### src/pkg/sac_pkg.sv
// Shared constants and types of the converter control block.
// Assumes a single 10 MHz system clock and a word-wide register port.
package sac_pkg;

  // ---------------------------------------------------------------
  // Register indexes on the register port
  // ---------------------------------------------------------------
  localparam logic [3:0] REG_CONTROL  = 4'h0;
  localparam logic [3:0] REG_POS_CHAN = 4'h1;
  localparam logic [3:0] REG_NEG_CHAN = 4'h2;
  localparam logic [3:0] REG_STATUS   = 4'h3;
  localparam logic [3:0] REG_RESULT   = 4'h4;
  localparam logic [3:0] REG_RESET    = 4'h5;
  localparam logic [3:0] REG_GAIN     = 4'h6;
  localparam logic [3:0] REG_OFFSET   = 4'h7;

  // ---------------------------------------------------------------
  // Control register field layout
  // ---------------------------------------------------------------
  localparam int CTL_W        = 12;
  localparam int CTL_ENABLE   = 0;
  localparam int CTL_MODE_LO  = 1;
  localparam int CTL_MODE_HI  = 2;
  localparam int CTL_TYPE_LO  = 3;
  localparam int CTL_TYPE_HI  = 5;
  localparam int CTL_ACQ_LO   = 6;
  localparam int CTL_ACQ_HI   = 7;
  localparam int CTL_DIV_LO   = 8;
  localparam int CTL_DIV_HI   = 10;
  localparam int CTL_BUSY_OUT = 11;
  // Eight acquisition clocks (code 2) and divider 2 (code 1) after reset
  localparam logic [CTL_W-1:0] CTL_RESET = 12'h181;

  // Input configurations
  localparam logic [1:0] MODE_SINGLE = 2'h0;
  localparam logic [1:0] MODE_DIFF   = 2'h1;
  localparam logic [1:0] MODE_PSEUDO = 2'h2;

  // Conversion type and trigger source codes
  localparam logic [2:0] TYPE_NONE   = 3'h0;
  localparam logic [2:0] TYPE_SINGLE = 3'h1;
  localparam logic [2:0] TYPE_CONT   = 3'h2;
  localparam logic [2:0] TYPE_EXT    = 3'h3;
  localparam logic [2:0] TYPE_LOGIC  = 3'h4;
  localparam logic [2:0] TYPE_FIRST_TIMER = 3'h5;
  localparam logic [2:0] TYPE_SECOND_TIMER = 3'h6;

  // Trigger input bit positions
  localparam int TRG_EXT    = 0;
  localparam int TRG_LOGIC  = 1;
  localparam int TRG_FIRST_TIMER = 2;
  localparam int TRG_SECOND_TIMER = 3;

  // ---------------------------------------------------------------
  // Result layout and timing figures
  // ---------------------------------------------------------------
  localparam int CODE_W     = 12;
  localparam int CODE_STEPS = 4096;
  localparam int RES_LO     = 16;
  localparam int RES_HI     = 27;
  localparam int SIGN_BITS  = 4;
  localparam int TRIM_W     = 10;
  localparam int GAIN_SHIFT = 12;
  localparam int EXTRA_CLKS = 19;
  localparam int TEMP_ACQ   = 16;
  localparam int TEMP_DIV   = 32;
  localparam int DEF_RATE_KSPS = 774;
  localparam int CHAN_W     = 5;
  localparam logic [CHAN_W-1:0] TEMP_CHAN = 5'h10;

  typedef enum logic [1:0] {
    SAC_IDLE,
    SAC_ACQ,
    SAC_CONV
  } sac_state_e;

  typedef struct packed {
    sac_state_e          st;
    logic [CTL_W-1:0]    ctrl;
    logic [CHAN_W-1:0]   posChan;
    logic [CHAN_W-1:0]   negChan;
    logic [TRIM_W-1:0]   gain;
    logic [TRIM_W-1:0]   offset;
    logic [31:0]         result;
    logic                ready;
    logic                tempHeld;
    logic                tempConv;
    logic                swStart;
    logic [7:0]          divCnt;
    logic [4:0]          phCnt;
    logic [3:0]          trgPrev;
    logic [31:0]         rdata;
  } sac_state_s;

endpackage

### src/logic/sac_control.sv
// Digital control and register file of a 12-bit successive-approximation
// converter: triggering, timing, result coding, trim and status.
// Assumes the analog core samples while acqPhase is high, makes one bit
// trial per convClkEn pulse and holds rawCode valid when the count ends.
//
// Functional notes
// - Three input configurations selected by the control register mode field.
// - Single-ended and pseudo differential results are straight binary codes.
// - Fully differential results are twos complement codes.
// - Differential result is shifted right one place before storing.
// - Twelve-bit result sits in result register bits 16 to 27.
// - Top four result bits hold copies of the sign.
// - Software starts single or continuous conversions via control register.
// - External pin, logic array, or timer overflows trigger conversions.
// - Control sets acquisition clocks and divider; reset gives eight and two.
// - Each conversion has nineteen converter clocks after acquisition.
// - Temperature channel forces sixteen acquisition clocks and divider 32.
// - Outside continuous restarts, user timing returns once the temperature result has been read.
// - Status bit 0 is result ready, set at conversion end.
// - Reading the result register clears result ready.
// - Conversion-active output is high throughout each conversion.
// - Conversion-active reaches port zero line five only when enabled.
// - Any write to the reset register restores all register defaults.
// - Gain trim register is ten bits and scales results.
// - Offset trim register is ten bits and shifts results.
// - Control holds enable, input configuration and conversion type.
// - Separate registers select positive and negative input channels.
// - Temperature sensor is one extra selectable positive channel.
// - Offset correction is digital with quarter-code steps.
`timescale 1ns/1ns

module sac_control #(
  parameter int                      EXTRA_CLOCKS   = sac_pkg::EXTRA_CLKS,
  parameter int                      TEMP_ACQ_CLKS  = sac_pkg::TEMP_ACQ,
  parameter int                      TEMP_DIVIDER   = sac_pkg::TEMP_DIV,
  parameter logic [sac_pkg::TRIM_W-1:0] GAIN_RESET  = 10'h000,
  parameter logic [sac_pkg::TRIM_W-1:0] OFFSET_RESET = 10'h000
) (
  input  wire logic                          clk,
  input  wire logic                          sys_rst,
  input  wire logic [3:0]                    regSel,
  input  wire logic                          regWrite,
  input  wire logic                          regRead,
  input  wire logic [31:0]                   regWdata,
  output logic      [31:0]                   regRdata,
  input  wire logic                          external_trigger_pin,
  input  wire logic                          logicArrayTrigger,
  input  wire logic                          firstTimerOverflow,
  input  wire logic                          secondTimerOverflow,
  input  wire logic [sac_pkg::CODE_W-1:0]    rawCode,
  output logic [sac_pkg::CHAN_W-1:0]         positive_channel_select,
  output logic [sac_pkg::CHAN_W-1:0]         negative_channel_select,
  output logic [1:0]                         inputMode,
  output logic                               converterEnable,
  output logic                               acqPhase,
  output logic                               convClkEn,
  output logic                               result_ready_flag,
  output logic                               conversion_active_pin,
  output logic                               port_zero_line_five,
  output logic                               portZeroLineFiveEn
);
  import sac_pkg::*;

  // -----------------------------------------------------------------
  // Parameter checks
  // -----------------------------------------------------------------
  // Counters are 5 and 8 bits wide; the divider must be a power of two
  if (EXTRA_CLOCKS < 1 || EXTRA_CLOCKS > 31) begin : g_chkExtra
    $error("EXTRA_CLOCKS out of range");
  end
  if (TEMP_ACQ_CLKS < 1 || TEMP_ACQ_CLKS > 31) begin : g_chkAcq
    $error("TEMP_ACQ_CLKS out of range");
  end
  if (TEMP_DIVIDER < 1 || TEMP_DIVIDER > 128 ||
      (TEMP_DIVIDER & (TEMP_DIVIDER - 1)) != 0) begin : g_chkDiv
    $error("TEMP_DIVIDER must be a power of two up to 128");
  end

  localparam logic [4:0] EXTRA_LAST = 5'(EXTRA_CLOCKS - 1);
  localparam logic [4:0] TACQ_LAST  = 5'(TEMP_ACQ_CLKS - 1);
  localparam logic [7:0] TDIV_LAST  = 8'(TEMP_DIVIDER - 1);
  localparam logic signed [15:0] DIFF_MAX  = 16'sd2047;
  localparam logic signed [15:0] DIFF_MIN  = -16'sd2048;
  localparam logic signed [15:0] UNS_MAX   = 16'(CODE_STEPS - 1);

  localparam sac_state_s RESET_VAL = '{
    st:      SAC_IDLE,
    ctrl:    CTL_RESET,
    gain:    GAIN_RESET,
    offset:  OFFSET_RESET,
    default: '0
  };

  sac_state_s state_reg;
  sac_state_s state_next;

  // -----------------------------------------------------------------
  // Decoded control fields
  // -----------------------------------------------------------------
  logic                   ctlEnable;
  logic [1:0]             ctlMode;
  logic [2:0]             ctlType;
  logic [1:0]             ctlAcq;
  logic [2:0]             ctlDiv;
  logic                   diffMode;
  logic [3:0]             trgNow;
  logic [3:0]             trgEdge;
  logic                   hwTrigger;
  logic [4:0]             acqLast;
  logic [7:0]             divLast;
  logic                   tick;
  logic                   resultRead;
  logic                   resetWrite;

  // Field slices of the live control register
  assign ctlEnable = state_reg.ctrl[CTL_ENABLE];
  assign ctlMode   = state_reg.ctrl[CTL_MODE_HI:CTL_MODE_LO];
  assign ctlType   = state_reg.ctrl[CTL_TYPE_HI:CTL_TYPE_LO];
  assign ctlAcq    = state_reg.ctrl[CTL_ACQ_HI:CTL_ACQ_LO];
  assign ctlDiv    = state_reg.ctrl[CTL_DIV_HI:CTL_DIV_LO];
  assign diffMode  = (ctlMode == MODE_DIFF);

  // -----------------------------------------------------------------
  // Hardware trigger selection
  // -----------------------------------------------------------------
  // Rising edges only, so a level held high triggers once per edge
  assign trgNow[TRG_EXT]    = external_trigger_pin;
  assign trgNow[TRG_LOGIC]  = logicArrayTrigger;
  assign trgNow[TRG_FIRST_TIMER] = firstTimerOverflow;
  assign trgNow[TRG_SECOND_TIMER] = secondTimerOverflow;
  assign trgEdge = trgNow & ~state_reg.trgPrev;

  // Only the source chosen by the conversion type can start a conversion
  always_comb begin
    case (ctlType)
      TYPE_EXT:    hwTrigger = trgEdge[TRG_EXT];
      TYPE_LOGIC:  hwTrigger = trgEdge[TRG_LOGIC];
      TYPE_FIRST_TIMER: hwTrigger = trgEdge[TRG_FIRST_TIMER];
      TYPE_SECOND_TIMER: hwTrigger = trgEdge[TRG_SECOND_TIMER];
      default:     hwTrigger = 1'b0;
    endcase
  end

  // -----------------------------------------------------------------
  // Conversion timing
  // -----------------------------------------------------------------
  // Temperature or user timing is chosen per conversion through tempConv, taken at start; user fields stay live
  always_comb begin
    if (state_reg.tempConv) begin
      acqLast = TACQ_LAST;
      divLast = TDIV_LAST;
    end else begin
      acqLast = 5'((5'h2 << ctlAcq) - 5'h1);
      divLast = 8'((8'h1 << ctlDiv) - 8'h1);
    end
  end

  // One converter clock every divLast+1 system clocks
  assign tick = (state_reg.st != SAC_IDLE) && (state_reg.divCnt == divLast);

  // Bus side effects
  assign resultRead = regRead && (regSel == REG_RESULT);
  assign resetWrite = regWrite && (regSel == REG_RESET);

  // -----------------------------------------------------------------
  // Result correction and coding
  // -----------------------------------------------------------------
  logic signed [15:0] rawSigned;
  logic signed [15:0] quarter;
  logic signed [25:0] gainProd;
  logic signed [15:0] corrected;
  logic signed [15:0] clamped;
  logic        [11:0] codeField;
  logic               signBit;
  logic        [31:0] resultWord;

  // Work in quarter-code units so the offset trim keeps its resolution
  always_comb begin
    rawSigned = '0;
    quarter   = '0;
    gainProd  = '0;
    corrected = '0;
    clamped   = '0;
    if (diffMode) begin
      rawSigned = 16'(signed'(rawCode));
    end else begin
      rawSigned = signed'({4'h0, rawCode});
    end
    quarter = 16'(rawSigned <<< 2) +
              16'(signed'(state_reg.offset));
    gainProd = 26'(quarter) * 26'(signed'(state_reg.gain));
    corrected = 16'(quarter + 16'(gainProd >>> GAIN_SHIFT));
    corrected = (corrected + 16'sd2) >>> 2;
    // Saturate rather than wrap when trim pushes past full scale
    if (diffMode) begin
      if (corrected > DIFF_MAX) begin
        clamped = DIFF_MAX;
      end else if (corrected < DIFF_MIN) begin
        clamped = DIFF_MIN;
      end else begin
        clamped = corrected;
      end
    end else begin
      if (corrected > UNS_MAX) begin
        clamped = UNS_MAX;
      end else if (corrected < 16'sd0) begin
        clamped = 16'sd0;
      end else begin
        clamped = corrected;
      end
    end
  end

  // Differential codes become a signed integer after the shift
  always_comb begin
    if (diffMode) begin
      codeField = 12'(clamped >>> 1);
      signBit   = codeField[CODE_W-1];
    end else begin
      codeField = clamped[CODE_W-1:0];
      signBit   = 1'b0;
    end
    resultWord                 = '0;
    resultWord[RES_HI:RES_LO]  = codeField;
    resultWord[31:32-SIGN_BITS] = {SIGN_BITS{signBit}};
  end

  // -----------------------------------------------------------------
  // Next-state logic
  // -----------------------------------------------------------------
  logic startReq;
  logic convDone;

  always_comb begin
    state_next = state_reg;
    startReq   = 1'b0;
    convDone   = 1'b0;
    state_next.trgPrev = trgNow;

    // Divider runs only while converting and restarts with each phase
    if (tick) begin
      state_next.divCnt = '0;
    end else if (state_reg.st != SAC_IDLE) begin
      state_next.divCnt = state_reg.divCnt + 8'h1;
    end

    // Start requests are honoured only when idle and enabled
    startReq = ctlEnable && (state_reg.swStart || hwTrigger ||
               (ctlType == TYPE_CONT));

    case (state_reg.st)
      SAC_IDLE: begin
        state_next.swStart = 1'b0;
        if (startReq) begin
          state_next.st       = SAC_ACQ;
          state_next.divCnt   = '0;
          state_next.phCnt    = '0;
          state_next.tempConv = (state_reg.posChan == TEMP_CHAN) ||
                                state_reg.tempHeld;
        end
      end
      SAC_ACQ: begin
        state_next.swStart = 1'b0;
        if (tick) begin
          if (state_reg.phCnt == acqLast) begin
            state_next.st    = SAC_CONV;
            state_next.phCnt = '0;
          end else begin
            state_next.phCnt = state_reg.phCnt + 5'h1;
          end
        end
      end
      SAC_CONV: begin
        state_next.swStart = 1'b0;
        if (tick) begin
          if (state_reg.phCnt == EXTRA_LAST) begin
            convDone          = 1'b1;
            state_next.result = resultWord;
            state_next.phCnt  = '0;
            state_next.divCnt = '0;
            if (state_reg.tempConv && state_reg.posChan == TEMP_CHAN) begin
              state_next.tempHeld = 1'b1;
            end
            if (ctlEnable && ctlType == TYPE_CONT) begin
              state_next.st       = SAC_ACQ;
              state_next.tempConv = (state_reg.posChan == TEMP_CHAN);
            end else begin
              state_next.st = SAC_IDLE;
            end
          end else begin
            state_next.phCnt = state_reg.phCnt + 5'h1;
          end
        end
      end
      default: begin
        state_next.st = SAC_IDLE;
      end
    endcase

    // Reading the result drops ready and releases the temperature timing;
    // a completion in the same cycle still wins
    if (resultRead) begin
      state_next.ready    = 1'b0;
      if (!convDone) begin
        state_next.tempHeld = 1'b0;
      end
    end
    if (convDone) begin
      state_next.ready = 1'b1;
    end

    // Register writes
    if (regWrite) begin
      case (regSel)
        REG_CONTROL: begin
          state_next.ctrl = regWdata[CTL_W-1:0];
          if (regWdata[CTL_TYPE_HI:CTL_TYPE_LO] == TYPE_SINGLE &&
              state_reg.st == SAC_IDLE) begin
            state_next.swStart = 1'b1;
          end
        end
        REG_POS_CHAN: state_next.posChan = regWdata[CHAN_W-1:0];
        REG_NEG_CHAN: state_next.negChan = regWdata[CHAN_W-1:0];
        REG_GAIN:     state_next.gain    = regWdata[TRIM_W-1:0];
        REG_OFFSET:   state_next.offset  = regWdata[TRIM_W-1:0];
        default: begin
        end
      endcase
    end

    // Read data is registered; unmapped indexes read zero
    if (regRead) begin
      case (regSel)
        REG_CONTROL:  state_next.rdata = 32'(state_reg.ctrl);
        REG_POS_CHAN: state_next.rdata = 32'(state_reg.posChan);
        REG_NEG_CHAN: state_next.rdata = 32'(state_reg.negChan);
        REG_STATUS:   state_next.rdata = 32'(state_reg.ready);
        REG_RESULT:   state_next.rdata = state_reg.result;
        REG_GAIN:     state_next.rdata = 32'(state_reg.gain);
        REG_OFFSET:   state_next.rdata = 32'(state_reg.offset);
        default:      state_next.rdata = '0;
      endcase
    end

    // Interface reset overrides everything else in this cycle
    if (resetWrite) begin
      state_next = RESET_VAL;
      state_next.trgPrev = trgNow;
    end
  end

  // -----------------------------------------------------------------
  // State register
  // -----------------------------------------------------------------
  always_ff @(posedge clk) begin
    if (sys_rst) begin
      state_reg <= RESET_VAL;
    end else begin
      state_reg <= state_next;
    end
  end

  // -----------------------------------------------------------------
  // Outputs
  // -----------------------------------------------------------------
  assign regRdata                = state_reg.rdata;
  assign positive_channel_select = state_reg.posChan;
  assign negative_channel_select = state_reg.negChan;
  assign inputMode               = ctlMode;
  assign converterEnable         = ctlEnable;
  assign acqPhase                = (state_reg.st == SAC_ACQ);
  assign convClkEn               = tick;
  assign result_ready_flag       = state_reg.ready;
  // Busy covers acquisition and bit trials alike
  assign conversion_active_pin   = (state_reg.st != SAC_IDLE);
  // Routing to the port line is gated by the control bit
  assign portZeroLineFiveEn      = state_reg.ctrl[CTL_BUSY_OUT];
  assign port_zero_line_five     = state_reg.ctrl[CTL_BUSY_OUT] &&
                                   (state_reg.st != SAC_IDLE);

endmodule

### config.mk
export PLATFORM = sky130hd
export DESIGN_NAME = sac_control
export DESIGN_NICKNAME = d
export VERILOG_FILES = /design/src/pkg/sac_pkg.sv /design/src/logic/sac_control.sv
export SDC_FILE = /design/constraint.sdc
export NUM_CORES = 1
export LEC_CHECK = 0
export BUFFER_PORTS_ARGS = -buffer_cell sky130_fd_sc_hd__clkbuf_2
export CAP_MARGIN = 0
export CORE_AREA = 2 2 166 168
export CTS_CLUSTER_DIAMETER = 50
export DETAILED_ROUTE_END_ITERATION = 8
export DIE_AREA = 0 0 168 170
export PLACE_DENSITY = 0.68
export SYNTH_ARGS = -nofsm -noshare
export SYNTH_HDL_FRONTEND = slang
export SYNTH_SLANG_ARGS = --single-unit
### constraint.sdc
create_clock -name clk -period 22.4 [get_ports clk]
set_input_delay 3.36 -clock clk [delete_from_list [all_inputs] [get_ports clk]]
set_output_delay 3.36 -clock clk [all_outputs]
set_load 0.01 [all_outputs]
Word level (Yosys, flattened, before mapping)
Index checks and enable logic that the tools add are counted.
{ "classes": {"n_eq_ne": 26, "reduce_logical": 28, "n_bitwise": 2, "magnitude_cmp": 4, "mux": 46, "add_sub_neg": 7, "multipliers": 1, "shift": 2} }
{ "ops": {"columns": ["operator", "n"], "rows": [
  ["$pmux W32 S7", 1],
  ["$mux W13", 7],
  ["$mux W8", 4],
  ["$mul A16 B10 Y26", 1],
  ["$mux W5", 4],
  ["$add A16 B10 Y16", 1],
  ["$add A16 B14 Y16", 1],
  ["$add A16 B3 Y16 const B", 1],
  ["$eq A4 B3 Y1 const B", 4],
  ["$mux W2", 8],
  ["$pmux W8 S2", 1],
  ["$mux W1", 15],
  ["$pmux W5 S3", 1],
  ["$gt A14 B12 Y1 const B", 1],
  ["$gt A14 B13 Y1 const B", 1],
  ["$lt A14 B1 Y1 const B", 1],
  ["$lt A14 B12 Y1 const B", 1],
  ["$mux W14", 1],
  ["$mux W12", 1],
  ["$eq A5 B5 Y1 const B", 2],
  ["$reduce_and A2 Y1", 5],
  ["$reduce_and A5 Y1", 2],
  ["$eq A3 B3 Y1 const B", 3],
  ["$add A8 B1 Y8 const B", 1],
  ["other kinds (30)", 48]
]} }
{ "word_totals": {"input_bits": 56, "ff_bits": 110, "elab_cells": 131} }

Logic depth before layout (Yosys ltp)
{ "depth": {"depth_word": 11, "mapped_depth": 48, "mapped_depth_nobuf": 47} }

Worst setup path after synthesis
OpenSTA, ideal clock, no wires.
{ "synth_path": {"path_type": "input -> register", "start": "input port rawCode[0] in the netlist's numbering", "end": "register state_reg[70] in the netlist's numbering", "path_stages": 47, "setup_time_ns": 0.087, "t_required_ns": 22.313, "arrival_time_ns": 12.798, "n_path_buf": 1, "slack_ns": 9.515, "path_cell_list": "ha_1 inv_1 fa_1 nor2b_1 o21ai_0 a21boi_0 o21ai_0 a21boi_0 o21ai_0 a21boi_0 o21ai_0 nor2b_1 xnor2_1 clkbuf_1 nand2_1 fa_1 inv_1 fa_1 (+11 left out) o21ai_0 a21boi_0 o21ai_0 nand2b_1 xor2_1 ha_1 ha_1 and3_1 nand2_1 a21oi_2 o41ai_4 mux2i_1 a2111oi_4 nand2_1 mux2_4 a31oi_4 nor2_1 o31ai_1"} }
{ "synth_between": {"elab_chain_cells": 10, "word_cells_on_any_way": 15, "classes_between": "add/sub: 3; mul: 1; order compare: 4; mux: 7"} }
{ "synth_rtl": {"columns": ["item", "line", "source"], "rows": [
  ["start: declaration", "sac_control.sv:50", "input wire logic [sac_pkg::CODE_W-1:0] rawCode,"],
  ["$mux W14 (*)", "sac_control.sv:184", "if (diffMode) begin"],
  ["$add A16 B10 Y16 (*)", "sac_control.sv:189", "quarter = 16'(rawSigned <<< 2) +"],
  ["$mul A16 B10 Y26", "sac_control.sv:191", "gainProd = 26'(quarter) * 26'(signed'(state_reg.gain));"],
  ["$add A16 B14 Y16 (*)", "sac_control.sv:192", "corrected = 16'(quarter + 16'(gainProd >>> GAIN_SHIFT));"],
  ["$add A16 B3 Y16 (*)", "sac_control.sv:193", "corrected = (corrected + 16'sd2) >>> 2;"],
  ["$lt A14 B1 Y1 / $lt A14 B12 Y1 (equally long branches)", "sac_control.sv:206, sac_control.sv:198", null],
  ["$mux W13, on equally long branches", "sac_control.sv:206, sac_control.sv:198", null],
  ["$mux W13, on equally long branches", "sac_control.sv:204, sac_control.sv:196", null],
  ["$mux W13 (*)", "sac_control.sv:195", "if (diffMode) begin"],
  ["$mux W12 (*)", "sac_control.sv:216", "if (diffMode) begin"],
  ["end signal: assignment", "sac_control.sv:359", "state_reg <= state_next;"],
  ["end: declaration", "sac_control.sv:94", "sac_state_s state_reg;"]
]} }
Mark *: on every way between the ends. The rest lies on a longest branch, timed or not.
A chain may end at the register's enable or synchronous reset.

Final worst setup path
{ "layout_path": {"start": "input port rawCode[0] in the netlist's numbering", "end": "register state_reg[69] in the netlist's numbering"} }
The elaborated chain is that of the path after synthesis.

==> results_dict.tcl <==
set metrics [dict create \
    arrival_ps 14200 \
    worstReg2RegEnd "state_reg[69]" \
    worst_setup_path_start_kind "input port" \
    hp-class "register to register" \
    grt_usage_pct 21.26 \
    setup_viol_count_final 0 \
    flip_flop_count_of_the_largest_register_after_layout 55 \
    ys_async_sr_fraction_pct 0 \
    area.growth.synth_to_final_pct 6.493 \
    path_max_fanout 11 \
    setup_total_negative_slack_ps 0 \
    highest_layer "met4" \
    synth_cells 1420 \
    antenna_cells_inserted 0 \
    globalplace.congestion 0.8866 \
    ys_seq_area_share_pct 17.40 \
    detail-route-antenna-nets 0 \
    hold_depth 2 \
    grt_antenna_before_repair 0 \
    die_x_um 168 \
    clock_power_share_pct 36.2 \
    ir_worst_vdd_mv 0.04466 \
    power.leakage_nw 5.977 \
    met2_wirelength_um 14370 \
    grt_start_max_net_pins 62 \
    routed-wl-met3_um 1407 \
    grt_pass1_vias 9671 \
    floorplan.die_area_mm2 0.02856 \
    clock_insertion_delay_worst_skew_ps 350 \
    kind_of_end_point_of_the_critical_path "register" \
    maxSlewViolCount 0 \
    synth.cells.most_frequent "192 x sky130_fd_sc_hd__inv_1, 159 x sky130_fd_sc_hd__nand2_1, 140 x sky130_fd_sc_hd__fa_1" \
    comb_power_share_pct 20.9 \
    synth.area.top_cells "sky130_fd_sc_hd__fa_1 24%, sky130_fd_sc_hd__dfxtp_1 17%, sky130_fd_sc_hd__ha_1 11%" \
    cts.clk_slew.worst_paths_ps 70 \
    reg2reg_depth 46 \
    crit_buf_inv 5 \
    synth.yosys.warnings 0 \
    post_synth_instance_area_mm2 0.01185 \
    yosysMostFrequentCell "sky130_fd_sc_hd__inv_1" \
    grt-ovfl-total 0 \
    place_hpwl_um 22670 \
    worst-setup-path-type "input port to register" \
    pwr_density_cell_mw_per_mm2 35.40 \
    maxCapViolCount 0 \
    row_count 60 \
    placeableCoreArea_mm2 0.02665 \
    initial_core_util_pct 44.47 \
    worst_r2r_startpoint "state_reg[87]" \
    critical-path-slowest-cell "sky130_fd_sc_hd__nor2_1" \
    timing.critical_path.required_ps 22620 \
    post-cts-setup-buffer-count 0 \
    tritoncts_num_sinks 103 \
    holdCritStartpoint "state_reg[75]" \
    chipHeight_um 170 \
    clock-skew-final_ps 10.29 \
    clock_tree.htree_level_count 3 \
    timing.critical_path.depth 47 \
    ys_seq_elements 103 \
    final_nets 1735 \
    cts_root_buffer "sky130_fd_sc_hd__clkbuf_16" \
    max_freq_mhz 71.54 \
    synth-edff-count 0 \
    ys_types 62 \
    ratio_of_cells_with_drive_above_1_in_the_final_layout_pct 8.819 \
    critical_path.max_stage_delay_ps 800 \
    first_iter_violations 731 \
    drc 0 \
    holdPathEnd "state_reg[75]" \
    timing.reg2reg.setup_slack_ps 11120 \
    final-hold-violation-count 0 \
    internal-power_mw 0.3086 \
    postLayoutCellArea_mm2 0.01262 \
    power.share.switching_pct 30.93 \
    sw_pwr_mw 0.1382 \
    result_of_the_run "finished clean" \
    least_margin_pin_slew_ps 1162 \
    vias 9590 \
    finalWirelength_um 29300 \
    placedInstanceArea_mm2 0.01232 \
    post-synth-top-area-cell "sky130_fd_sc_hd__fa_1" \
    cts_resized 0 \
    drt_first_pass_iters 5 \
    critPathTopFamily "adder cells" \
    cts_tree "done" \
    p_seq_share_pct 42.9 \
    fin_crit_ps 13980 \
    cts_made_buffers 9 \
    detailed_route_wire_length_on_metal_1_um 12760 \
    routed_via_density 5.385 \
    detail_route.wl_per_cell_um 16.45 \
    grt_setup_unrepaired "false" \
    synth_top_area_share_pct 23.65 \
    max-clock-path-buffers 2 \
    placement.io_buffers 82 \
    synthFlopType "sky130_fd_sc_hd__dfxtp_1" \
    syn_avg_cell_area_um2 8.346 \
    io_pins 107 \
    layout_worst_path_cycle_share_pct 62.40 \
    postCtsHoldBufs 0 \
    relSlewSlack_pct 22.22 \
    grt_pass1_wl_um 48960 \
]
[layout by cell type, fill, tap and decap left out, drive strengths merged, types with 11 or more instances in the layout]
cell type,instances
ha,104
nor2,125
buf,17
inv,194
o21ai,45
and3,11
fa,140
a21oi,95
clkbuf,92
nand3,33
nor2b,23
nor3,15
dfxtp,103
mux2i,24
and2,70
xor2,14
a22oi,18
xnor2,36
nand2b,15
nand2,159
[kinds of logic after synthesis]
| logic type | Yosys count | share of synthesized area, % |
|---|---|---|
| simple gates | 480 | 19.14 |
| buf+inv | 291 | 10.63 |
| fa+ha+maj | 244 | 34.63 |
| compound gates | 226 | 12.22 |
| flops | 103 | 17.40 |
| xor+xnor | 50 | 3.695 |
| mux | 25 | 2.259 |
| other cells | 1 | 0.03164 |
[layer usage]
metal / up-vias / track usage (%)
met5: - / 0
met4: 0 / 6.465
met3: 42 / 2.140
met2: 263 / 37.62
met1: 4694 / 27.53
li1: 4591 / -
[per-stage QoR]
step                setup WS, ps  hold slack, ps  power (mW)  util, %  instances
floorplan                   9515           425.8      0.2601        -       1423
global placement            8415           447.4      0.2865    46.21       1765
detailed placement          8228           456.0      0.2886    46.21       1765
CTS                         8514           468.4      0.4483    47.36       1781
global route                7638           484.6      0.4667    47.36       1781
finish                      8423           463.7      0.4467    47.36       1781
[worst min-delay path, cell delays in order (launching register included)]
cell                      delay, ps
sky130_fd_sc_hd__dfxtp_1        310
sky130_fd_sc_hd__nand2_1         50
sky130_fd_sc_hd__o31ai_1         50
[area by class of cell]
class | instances | area, um2
clock inverter | 6 | 76.32
clock buffer | 10 | 229.0
inverter | 193 | 724.4
multi-input combinational | 1029 | 8564
timing repair buffer | 99 | 538.0
fill | 2579 | 14030
sequential | 103 | 2062
tap | 341 | 426.7
[power by group through the flow]
stage	combinational, mW	sequential, mW	clock [mW]
2_1_floorplan	0.0676	0.192	0
3_3_place_gp	0.0909	0.196	0
3_5_place_dp	0.0929	0.196	0
4_1_cts	0.0937	0.191	0.163
5_1_grt	0.105	0.192	0.170
6_report	0.0935	0.192	0.162
[worst max-delay path by stage]
stage                from       endpoint  slack [ps]
2_1_floorplan  rawCode[0]  state_reg[70]        9520
3_3_place_gp   rawCode[0]  state_reg[76]        8410
3_5_place_dp   rawCode[0]  state_reg[77]        8230
4_1_cts        rawCode[0]  state_reg[69]        8510
5_1_grt        rawCode[0]  state_reg[69]        7640
6_report       rawCode[0]  state_reg[69]        8420
Power figures use the tool's default switching activity.
